**src/hdl/mmh_consts.svh**
```systemverilog
`ifndef MMH_CONSTS_SVH
`define MMH_CONSTS_SVH
// queue status codes
`define MMH_QS_NONE    2'h0
`define MMH_QS_FIRST   2'h1
`define MMH_QS_FLUSH   2'h2
`define MMH_QS_NEXT    2'h3
// handoff pulse width and pulse count per exchange
`define MMH_PULSE_CLKS 1
`define MMH_PULSES     3
// reset values
`define MMH_QS_RESET   2'h0
`endif

```
**src/hdl/mmh_pkg.sv**
```systemverilog
package mmh_pkg;
   typedef enum logic [2:0] {
      HO_IDLE,
      HO_WAIT_BUS,
      HO_GRANT,
      HO_HOLD,
      HO_RECLAIM
   } mmh_hstate_type;
   typedef enum logic [1:0] {
      QOP_NONE,
      QOP_FIRST,
      QOP_FLUSH,
      QOP_NEXT
   } mmh_qop_type;
endpackage

```
**src/hdl/mmh_bus_handoff.sv**
```systemverilog
`timescale 1ns/1ps
`default_nettype none
`include "mmh_consts.svh"
// Operation
// RULE1 - other master requests bus with one clock-wide low pulse on handoff line
// RULE2 - after accepting, processor answers with one clock-wide grant pulse, then floats
// RULE3 - master ends hold with another one clock-wide pulse on the line
// RULE4 - one exchange is exactly three pulses: request, grant, release
// RULE5 - no release at end of a memory cycle moving an odd-address word
// RULE6 - bus-exclusion output low forbids other masters taking the system bus
// RULE7 - exclusion asserted by prefix, held until following instruction completes
// RULE8 - exclusion is active low and floats during hold acknowledge
// RULE9 - queue status presented in the clock after the queue operation
// RULE10 - queue codes: 00 none, 01 first byte, 10 flush, 11 next byte
// RULE11 - outside party may decode queue status each clock to mirror queue
// RULE12 - each side drives the handoff line only during its own pulse
module mmh_bus_handoff
(
   // clock and reset
   input  wire logic                 MCLK,
   input  wire logic                 RESET_N,
   // handoff line a, open drain, low pulse active
   input  wire logic                 BUS_HANDOFF_LINE_A_I,
   output logic                      BUS_HANDOFF_LINE_A_O,
   output logic                      BUS_HANDOFF_LINE_A_OE,
   // core bus state
   input  wire logic                 CYCLE_END,
   input  wire logic                 ODD_WORD_FIRST,
   // hold state to the core
   output logic                      HOLD_ACK,
   // exclusion control from execution
   input  wire logic                 LOCK_PREFIX,
   input  wire logic                 INSTR_DONE,
   output logic                      BUS_LOCK_N_O,
   output logic                      BUS_LOCK_N_OE,
   // queue tracking
   input  wire mmh_pkg::mmh_qop_type QUEUE_OP,
   output logic                      QUEUE_STATE_HI,
   output logic                      QUEUE_STATE_LO
);
   import mmh_pkg::*;

   // pin synchroniser, first stage read only by second
   logic           line_s1_r;
   logic           line_s2_r;
   logic           line_s3_r;
   // delayed copy of our grant, lined up with its echo through the synchroniser
   logic           echo1_r;
   logic           echo2_r;
   logic           pulse_seen;
   mmh_hstate_type st_r;
   mmh_hstate_type st_nxt;
   logic           grant_drive_r;
   logic           grant_drive_nxt;
   logic           lock_r;
   logic           lock_nxt;
   logic           lock_pend_r;
   logic           lock_pend_nxt;
   logic [1:0]     qs_code;

   always_ff @(posedge MCLK or negedge RESET_N)
   begin
      if (!RESET_N)
      begin
         line_s1_r <= 1'b1;
         line_s2_r <= 1'b1;
         line_s3_r <= 1'b1;
         echo1_r   <= 1'b0;
         echo2_r   <= 1'b0;
      end
      else
      begin
         line_s1_r <= BUS_HANDOFF_LINE_A_I;
         line_s2_r <= line_s1_r;
         line_s3_r <= line_s2_r;
         echo1_r   <= grant_drive_r;
         echo2_r   <= echo1_r;
      end
   end

   // falling edge of the synchronised line marks a pulse from the master
   // our own grant comes back through the synchroniser two clocks later;
   // masking it keeps the grant from being read as the master's release
   assign pulse_seen = line_s3_r & ~line_s2_r & ~echo2_r; // RULE1 RULE3

   // handoff sequencer: request, grant, release
   always_comb
   begin
      st_nxt          = st_r;
      grant_drive_nxt = 1'b0;
      case (st_r)
         HO_IDLE:
         begin
            if (pulse_seen)
               st_nxt = HO_WAIT_BUS; // RULE1
         end
         HO_WAIT_BUS:
         begin
            // the first half of an odd-address word must not be split off
            if (CYCLE_END && !ODD_WORD_FIRST) // RULE5
            begin
               st_nxt          = HO_GRANT;
               grant_drive_nxt = 1'b1; // RULE2
            end
         end
         HO_GRANT:
            st_nxt = HO_HOLD; // RULE2
         HO_HOLD:
         begin
            // only the master's release pulse ends the hold
            if (pulse_seen)
               st_nxt = HO_RECLAIM; // RULE3 RULE4
         end
         HO_RECLAIM:
            st_nxt = HO_IDLE; // RULE4
         default:
            st_nxt = HO_IDLE;
      endcase
   end

   always_ff @(posedge MCLK or negedge RESET_N)
   begin
      if (!RESET_N)
      begin
         st_r          <= HO_IDLE;
         grant_drive_r <= 1'b0;
      end
      else
      begin
         st_r          <= st_nxt;
         grant_drive_r <= grant_drive_nxt;
      end
   end

   // drive low only during our own grant pulse, released otherwise
   assign BUS_HANDOFF_LINE_A_O  = 1'b0;
   assign BUS_HANDOFF_LINE_A_OE = grant_drive_r; // RULE12 RULE2
   assign HOLD_ACK              = (st_r == HO_HOLD);

   // exclusion: set at prefix, armed for the next instruction's completion
   // a prefix in the same cycle as a completion wins, so the lock arms anew
   always_comb
   begin
      lock_nxt      = lock_r;
      lock_pend_nxt = lock_pend_r;
      if (LOCK_PREFIX)
      begin
         lock_nxt      = 1'b1; // RULE7
         lock_pend_nxt = 1'b1;
      end
      else if (INSTR_DONE && lock_pend_r)
      begin
         lock_nxt      = 1'b0; // RULE7
         lock_pend_nxt = 1'b0;
      end
   end

   always_ff @(posedge MCLK or negedge RESET_N)
   begin
      if (!RESET_N)
      begin
         lock_r      <= 1'b0;
         lock_pend_r <= 1'b0;
      end
      else
      begin
         lock_r      <= lock_nxt;
         lock_pend_r <= lock_pend_nxt;
      end
   end

   // floated in hold so the borrowing master owns the line
   assign BUS_LOCK_N_O  = ~lock_r; // RULE6 RULE8
   assign BUS_LOCK_N_OE = ~HOLD_ACK; // RULE8

   mmh_queue_status u_qs
   (
      .clk      (MCLK),
      .reset_n  (RESET_N),
      .queue_op (QUEUE_OP),
      .qs_code  (qs_code)
   );

   assign QUEUE_STATE_HI = qs_code[1]; // RULE10
   assign QUEUE_STATE_LO = qs_code[0]; // RULE10

   a_grant_one_clk: assert property (@(posedge MCLK) disable iff (!RESET_N) // RULE2
      $rose(BUS_HANDOFF_LINE_A_OE) |=> !BUS_HANDOFF_LINE_A_OE)
      else $error("grant pulse wider than one clock");
   a_grant_then_hold: assert property (@(posedge MCLK) disable iff (!RESET_N) // RULE4
      BUS_HANDOFF_LINE_A_OE |=> HOLD_ACK)
      else $error("hold not entered after grant");
   a_no_odd_split: assert property (@(posedge MCLK) disable iff (!RESET_N) // RULE5
      (st_r == HO_WAIT_BUS && ODD_WORD_FIRST) |=> !BUS_HANDOFF_LINE_A_OE)
      else $error("bus released inside odd word");
   a_no_drive_hold: assert property (@(posedge MCLK) disable iff (!RESET_N) // RULE12
      HOLD_ACK |-> !BUS_HANDOFF_LINE_A_OE)
      else $error("line driven outside grant pulse");
   a_lock_float: assert property (@(posedge MCLK) disable iff (!RESET_N) // RULE8
      HOLD_ACK |-> !BUS_LOCK_N_OE)
      else $error("lock driven in hold");
   a_lock_on_prefix: assert property (@(posedge MCLK) disable iff (!RESET_N) // RULE7
      LOCK_PREFIX |=> !BUS_LOCK_N_O)
      else $error("lock not asserted after prefix");
   a_lock_release: assert property (@(posedge MCLK) disable iff (!RESET_N) // RULE7
      (INSTR_DONE && lock_pend_r && !LOCK_PREFIX) |=> BUS_LOCK_N_O)
      else $error("lock stuck after instruction");
   a_release_idle: assert property (@(posedge MCLK) disable iff (!RESET_N) // RULE3
      (HOLD_ACK && pulse_seen) |=> ##1 (st_r == HO_IDLE))
      else $error("hold not ended by release pulse");

   // handoff and exclusion checks beyond the basic handshake
   a_grant_not_release: assert property (@(posedge MCLK) disable iff (!RESET_N) // RULE4
      $rose(BUS_HANDOFF_LINE_A_OE) |=> HOLD_ACK [*3])
      else $error("own grant pulse ended the hold");
   a_hold_after_grant: assert property (@(posedge MCLK) disable iff (!RESET_N) // RULE2
      $rose(HOLD_ACK) |-> $past(BUS_HANDOFF_LINE_A_OE))
      else $error("hold entered without grant pulse");
   a_idle_no_drive: assert property (@(posedge MCLK) disable iff (!RESET_N) // RULE12
      (st_r == HO_IDLE) |-> !BUS_HANDOFF_LINE_A_OE)
      else $error("line driven while idle");
   a_lock_kept: assert property (@(posedge MCLK) disable iff (!RESET_N) // RULE7
      (!BUS_LOCK_N_O && !INSTR_DONE) |=> !BUS_LOCK_N_O)
      else $error("lock dropped before instruction end");
endmodule
`default_nettype wire

```
**src/hdl/mmh_queue_status.sv**
```systemverilog
`timescale 1ns/1ps
`default_nettype none
`include "mmh_consts.svh"
module mmh_queue_status
(
   // clock and reset
   input  wire logic                 clk,
   input  wire logic                 reset_n,
   // queue operation of this cycle
   input  wire mmh_pkg::mmh_qop_type queue_op,
   // registered status code
   output logic [1:0]                qs_code
);
   import mmh_pkg::*;

   logic [1:0] qs_r;
   logic [1:0] qs_nxt;

   // code follows the operation by one cycle, so it is valid in the next clock
   always_comb
   begin
      case (queue_op)
         QOP_FIRST: qs_nxt = `MMH_QS_FIRST; // RULE10
         QOP_FLUSH: qs_nxt = `MMH_QS_FLUSH; // RULE10
         QOP_NEXT:  qs_nxt = `MMH_QS_NEXT;  // RULE10
         default:   qs_nxt = `MMH_QS_NONE;  // RULE10
      endcase
   end

   always_ff @(posedge clk or negedge reset_n)
   begin
      if (!reset_n)
         qs_r <= `MMH_QS_RESET;
      else
         qs_r <= qs_nxt; // RULE9
   end

   assign qs_code = qs_r;

   a_qs_follows_op: assert property (@(posedge clk) disable iff (!reset_n) // RULE9
      (queue_op == QOP_NONE) |=> (qs_code == `MMH_QS_NONE))
      else $error("queue status not idle after no-op");
   a_qs_flush_code: assert property (@(posedge clk) disable iff (!reset_n) // RULE10
      (queue_op == QOP_FLUSH) |=> (qs_code == `MMH_QS_FLUSH))
      else $error("flush code missing");
   a_qs_first_code: assert property (@(posedge clk) disable iff (!reset_n) // RULE10
      (queue_op == QOP_FIRST) |=> (qs_code == `MMH_QS_FIRST))
      else $error("first byte code missing");
   a_qs_next_code: assert property (@(posedge clk) disable iff (!reset_n) // RULE10
      (queue_op == QOP_NEXT) |=> (qs_code == `MMH_QS_NEXT))
      else $error("subsequent byte code missing");
endmodule
`default_nettype wire

```
**config.mk**
```make
export PLATFORM = sky130hd
export DESIGN_NAME = mmh_bus_handoff
export DESIGN_NICKNAME = d
export VERILOG_FILES = /design/src/hdl/mmh_pkg.sv /design/src/hdl/mmh_bus_handoff.sv /design/src/hdl/mmh_queue_status.sv
export VERILOG_INCLUDE_DIRS = /design/src /design/src/hdl
export SDC_FILE = /design/constraint.sdc
export NUM_CORES = 1
export LEC_CHECK = 0
export BUFFER_PORTS_ARGS = -buffer_cell sky130_fd_sc_hd__clkbuf_2
export CAP_MARGIN = 5
export CORE_ASPECT_RATIO = 0.8
export CORE_MARGIN = 8
export CORE_UTILIZATION = 25
export DETAILED_ROUTE_END_ITERATION = 7
export PLACE_DENSITY = 0.5
export SETUP_SLACK_MARGIN = 0.2
export SLEW_MARGIN = 20
export SYNTH_ARGS = -nofsm -noshare
export SYNTH_HDL_FRONTEND = slang
export SYNTH_SLANG_ARGS = --single-unit
```
**constraint.sdc**
```tcl
create_clock -name MCLK -period 1.42 [get_ports MCLK]
set_input_delay 0.284 -clock MCLK [delete_from_list [all_inputs] [get_ports MCLK]]
set_output_delay 0.284 -clock MCLK [all_outputs]
set_load 0.01 [all_outputs]
```
==> reports/summary.txt, run 1 <==
Worst Hold End: line_s1_r
DRC viols: 0
Crit end category: output pin
Setup violators final: 0
Initial Util: 0.262
Syn_area_per_cell: 12.7 um^2
Die width: 61.7 um
Status: finished, final reports clean
Worst EP required: 1.14 ns
Core area: 1590 um^2
DRT Pass-1 Iters: 2
Distinct cells, synth: 16
Total CTS buffers: 3
Fin crit share: 0.959
Mapped Cells: 33
Hold path start: BUS_HANDOFF_LINE_A_I
Worst-skew pair later-pin latency: 0.27 ns
Mapped Area: 418 um^2
PD cells: 1580 nW/um^2
Yosys warns: 0
Placed Area: 500 um^2
Reg2reg setup slack: 0.19 ns
Worst R2R End: st_r[0]
H-tree Lvls: 1
HPWL Detailed: 573 um
# IOs: 16
CP arrival: 1.08 ns
Chip height: 52.6 um
Max Clk Rate: 734 MHz
Crit Path Max Fanout: 3
Final design area excluding fillers: 564 um^2
WS Path Type: reg2out
WHS: 0.0968 ns
Max Root-Sink Buffers: 2
Final RePlAce weighted congestion: 0.720
Final WL: 745 um
Vias: 267
Seq/Total Area, Yosys: 0.728
Final #Nets: 61
Max Slew Vio Count: 0
Final setup margin: 0.0581 ns
Vias in the first global route: 267
Initial antenna violation count: 0
Iteration-0 DRC Markers: 2
Layout Skew: 0.00866 ns
Layout cells sized above 1: 0.510
Total Power: 0.891 mW
Root buffer cell: clkbuf_4
Worst-path clk slew: 0.07 ns
Post-placement worst setup slack: 0.190 ns
Area growth syn-to-layout: 35.0%
Worst r2r path cells: 3
CTS tree: done
Final ANT Viol Nets: 0
Unrepaired setup endpoints after global routing: yes
Largest net degree at the start of global routing: 13
ANT cells: 0
Leak pwr: 0.296 nW
Total Neg Setup Slack: 0 ns
Buffers on Ports: 14
Congestion Overflow GR: 0
GRT Util Overall: 0.0531
Floorplan row count: 13
Global-route wire length before repair: 1170 um
Fin crit period: 1.36 ns
Worst VDD drop: 639 uV
CP startpoint kind: flop
R2r startpoint: line_s3_r
Number of hold violations in the final report: 0
Syn_nets: 42
Clock Sinks: 12
Vias per inst: 3.66
Hold path cells: 1
Routed len/inst: 10.2 um
Max-cap violations: 0
Full die area: 3240 um^2
Hold Crit Class: in2reg
#FFs+latches synth: 12
[layer usage]
layer	wire [um]	share of wire	track usage
met5	0	0	0
met4	12	0.016	0.0453
met3	32	0.043	0.0294
met2	401	0.54	0.0808
met1	298	0.40	0.0512
[critical path, stage by stage (launching register included)]
cell and delay [ns]:
dfrtp_1 0.36, nand2_1 0.07, or2_4 0.24, buf_2 0.14
[registers in the layout, indices dropped and copies added, names as in the netlist]
register / flops
line_s3_r: 1
line_s2_r: 1
echo1_r: 1
line_s1_r: 1
echo2_r: 1
lock_pend_r: 1
u_qs.qs_code: 2
st_r: 3
BUS_HANDOFF_LINE_A_OE: 1
[cell usage in the layout, fill, tap and decap left out]
| cell type | Yosys | layout |
|---|---|---|
| nand2_1 | 1 | 1 |
| o21ai_2 | 0 | 1 |
| buf_6 | 0 | 1 |
| inv_2 | 0 | 1 |
| a21oi_1 | 2 | 2 |
| clkbuf_2 | 0 | 12 |
| conb_1 | 1 | 1 |
| inv_1 | 4 | 3 |
| nor2_1 | 2 | 2 |
| nor2b_1 | 1 | 1 |
| o21bai_1 | 1 | 1 |
| or2_4 | 0 | 1 |
| buf_4 | 1 | 2 |
| mux2i_1 | 1 | 1 |
| dfstp_2 | 3 | 3 |
| dlygate4sd3_1 | 0 | 1 |
| clkbuf_1 | 2 | 1 |
| nand3b_1 | 1 | 1 |
| dfrtp_1 | 9 | 9 |
| o21ai_0 | 2 | 1 |
| clkbuf_4 | 0 | 3 |
| buf_2 | 0 | 1 |
| or3b_4 | 1 | 1 |
[cell type report]
cell class | instances | area (um^2)
Tap cell | 22 | 27.5
Multi-Input combinational cell | 14 | 90.1
Inverter | 4 | 15.0
Timing Repair Buffer | 17 | 101
Clock buffer | 4 | 26.3
Fill cell | 181 | 1030
Sequential cell | 12 | 304
[metrics by stage]
stage | cells | utilization
finish | 73 | 0.354
global route | 73 | 0.354
CTS | 73 | 0.348
detailed placement | 66 | 0.314
global placement | 66 | 0.314
floorplan | 33 | -
[cells in the mapped netlist (all sizes together)]
cell | instances | share of area
a21oi | 2 | 0.024
buf | 1 | 0.018
clkbuf | 2 | 0.018
conb | 1 | 0.0090
dfrtp | 9 | 0.54
dfstp | 3 | 0.19
inv | 4 | 0.036
mux2i | 1 | 0.024
nand2 | 1 | 0.0090
nand3b | 1 | 0.018
nor2 | 2 | 0.018
nor2b | 1 | 0.015
o21ai | 2 | 0.024
o21bai | 1 | 0.018
or2 | 1 | 0.015
or3b | 1 | 0.027
[how the worst max path moves through the flow]
stage	from	to	slack, ns	cells after the start
floorplan	line_s3_r	st_r[1]	0.22	3
global placement	line_s3_r	st_r[1]	0.18	3
detailed placement	line_s3_r	st_r[1]	0.19	3
CTS	st_r[1]	HOLD_ACK	0.03	4
global route	st_r[1]	HOLD_ACK	-0.005	4
finish	st_r[1]	BUS_LOCK_N_OE	0.06	3
[logic make-up after synthesis]
group | share of synthesized area
other cells | 0.00897
compound gates | 0.0659
flops | 0.728
simple gates | 0.102
mux | 0.0240
buf+inv | 0.0719
[power by group]
group	total (mW)	internal, mW	switching [mW]
sequential	0.428	0.400	0.0276
combinational	0.250	0.131	0.119
clock	0.214	0.109	0.105
total	0.891	0.640	0.252
[timing repair]
item / in CTS / in global routing
pin swaps: 2 / 1
hold endpoints to repair: 9 / 0
endpoints found under the setup margin: 4 / 4
gates resized for setup: 2 / 5
hold buffers: 1 / 0
setup buffers: 2 / 0
No activity file was read; power rests on OpenSTA's default activity.
==> run 2: changes to the inputs <==
--- a/config.mk
+++ b/config.mk
@@ -12,7 +12,7 @@
 export CORE_MARGIN = 8
 export CORE_UTILIZATION = 25
 export DETAILED_ROUTE_END_ITERATION = 7
-export PLACE_DENSITY = 0.5
+export PLACE_DENSITY = 0.52
 export SETUP_SLACK_MARGIN = 0.2
 export SLEW_MARGIN = 20
 export SYNTH_ARGS = -nofsm -noshare
==> constraint.sdc (replaced) <==
create_clock -name MCLK -period 1.25 [get_ports MCLK]
set_input_delay 0.25 -clock MCLK [delete_from_list [all_inputs] [get_ports MCLK]]
set_output_delay 0.25 -clock MCLK [all_outputs]
set_load 0.01 [all_outputs]
==> run 2 against run 1 <==
Against the previous run:
- the flow now finishes with violations (setup timing)
- first-iteration DRC count grew 50%
- sequential power grew 14%
- worst hold slack lost 0.041 ns
- highest routed layer unchanged
- critical path depth is the same
- largest power group unchanged
- die area is the same
- critical path type unchanged
- sequential cell count is the same
- worst setup slack lost 0.15 ns
- sequential share of layout area shrank 1.3 points
==> reports/summary.txt, run 2 (synthesized netlist as in run 1, its figures left out) <==
Status: complete, but fails checks
Failing checks: setup timing
CTS tree: done
Worst EP required: 1.00 ns
Hold Crit Class: in2reg
Floorplan row count: 13
H-tree Lvls: 1
Die width: 61.7 um
Full die area: 3240 um^2
PD cells: 1760 nW/um^2
GRT Util Overall: 0.0594
Fin crit period: 1.35 ns
Max reg flops: 3
# fillers: 187
Iteration-0 DRC Markers: 3
Number of hold violations in the final report: 0
Layout Skew: 0.00440 ns
Biggest register: st_r
Sequential Area: 304 um^2
Vias in the first global route: 332
HPWL Detailed: 580 um
Worst R2R End: st_r[0]
Initial Util: 0.262
Final #Nets: 62
Clock Sinks: 12
Unrepaired setup endpoints after global routing: yes
Max Clk Rate: 743 MHz
Congestion Overflow GR: 0
Root buffer cell: clkbuf_4
# IOs: 16
Global-route wire length before repair: 1300 um
R2r startpoint: line_s3_r
Leak pwr: 0.302 nW
WHS: 0.0558 ns
Max-cap violations: 0
Hold path start: BUS_HANDOFF_LINE_A_I
Worst-skew pair later-pin latency: 0.27 ns
CP arrival: 1.10 ns
Vias per inst: 3.91
Reg2reg setup slack: 0 ns
Max Slew Vio Count: 0
Total CTS buffers: 3
Crit end category: output pin
Vias: 289
Final setup margin: -0.0968 ns
Area growth syn-to-layout: 38.3%
Hold path cells: 1
ANT cells: 0
Core area: 1590 um^2
Largest net degree at the start of global routing: 13
Chip height: 52.6 um
WS Path Type: reg2out
Layout cells sized above 1: 0.538
Commonest cells after routing, fill and taps aside: dfrtp_1, clkbuf_2
Worst VDD drop: 496 uV
DRT Pass-1 Iters: 2
Fin crit share: 1.08
Crit Path Max Fanout: 4
Final WL: 819 um
DRC viols: 0
CP startpoint kind: flop
Buffers on Ports: 14
Final ANT Viol Nets: 0
Setup violators final: 3
Initial antenna violation count: 0
Worst r2r path cells: 3
Routed len/inst: 11.1 um
Worst-path clk slew: 0.07 ns
Multi-input logic area: 90.1 um^2
Max Root-Sink Buffers: 2
Final RePlAce weighted congestion: 0.712
Post-placement worst setup slack: 0.00773 ns
Worst Hold End: line_s1_r
-- run 2: worst max-delay path, stage by stage, from the launching register on --
cell	delay [ns]
dfrtp_1	0.42
or2_4	0.27
inv_2	0.05
buf_6	0.09
-- run 2: routing by layer --
| metal | routed length (um) | global-route usage | vias up |
|---|---|---|---|
| li1 | - | - | 139 |
| met1 | 282 | 0.0465 | 136 |
| met2 | 442 | 0.0997 | 12 |
| met3 | 85 | 0.0490 | 2 |
| met4 | 8 | 0.0340 | 0 |
| met5 | 0 | 0 | - |
-- run 2: layout make-up --
type / count / area share
Clock buffer: 4 / 0.0455
Sequential cell: 12 / 0.526
Tap cell: 22 / 0.0476
Timing Repair Buffer: 18 / 0.199
Multi-Input combinational cell: 14 / 0.156
Inverter: 4 / 0.0260
-- run 2: stage by stage --
| step | cells | total power [mW] | setup TNS (ns) | cell area (um^2) | util |
|---|---|---|---|---|---|
| 2_1_floorplan | 33 | 0.629 | 0 | 418 | - |
| 3_3_place_gp | 66 | 0.709 | 0 | 500 | 0.314 |
| 3_5_place_dp | 66 | 0.709 | 0 | 500 | 0.314 |
| 4_1_cts | 72 | 0.977 | -0.240 | 547 | 0.343 |
| 5_1_grt | 74 | 1.10 | -0.360 | 578 | 0.363 |
| 6_report | 74 | 1.02 | -0.191 | 578 | 0.363 |
-- run 2: where the power goes --
part           internal (mW)  switching [mW]
combinational          0.152           0.130
clock                  0.123           0.121
sequential             0.454          0.0350
-- run 2: worst max path at each step --
stage | to | slack, ns | start
2_1_floorplan | st_r[0] | 0.05 | line_s3_r
3_3_place_gp | st_r[1] | 0.03 | line_s3_r
3_5_place_dp | st_r[0] | 0.008 | line_s3_r
4_1_cts | HOLD_ACK | -0.13 | st_r[1]
5_1_grt | HOLD_ACK | -0.16 | st_r[1]
6_report | HOLD_ACK | -0.1 | st_r[2]
-- run 2: repair_timing --
item | CTS | global route
endpoints found under the hold margin | 9 | 0
resized for setup | 1 | 9
setup endpoints to repair | 6 | 8
cloned | 0 | 0
pin swaps | 1 | 1
hold buffers | 1 | 0
buffers inserted | 1 | 2
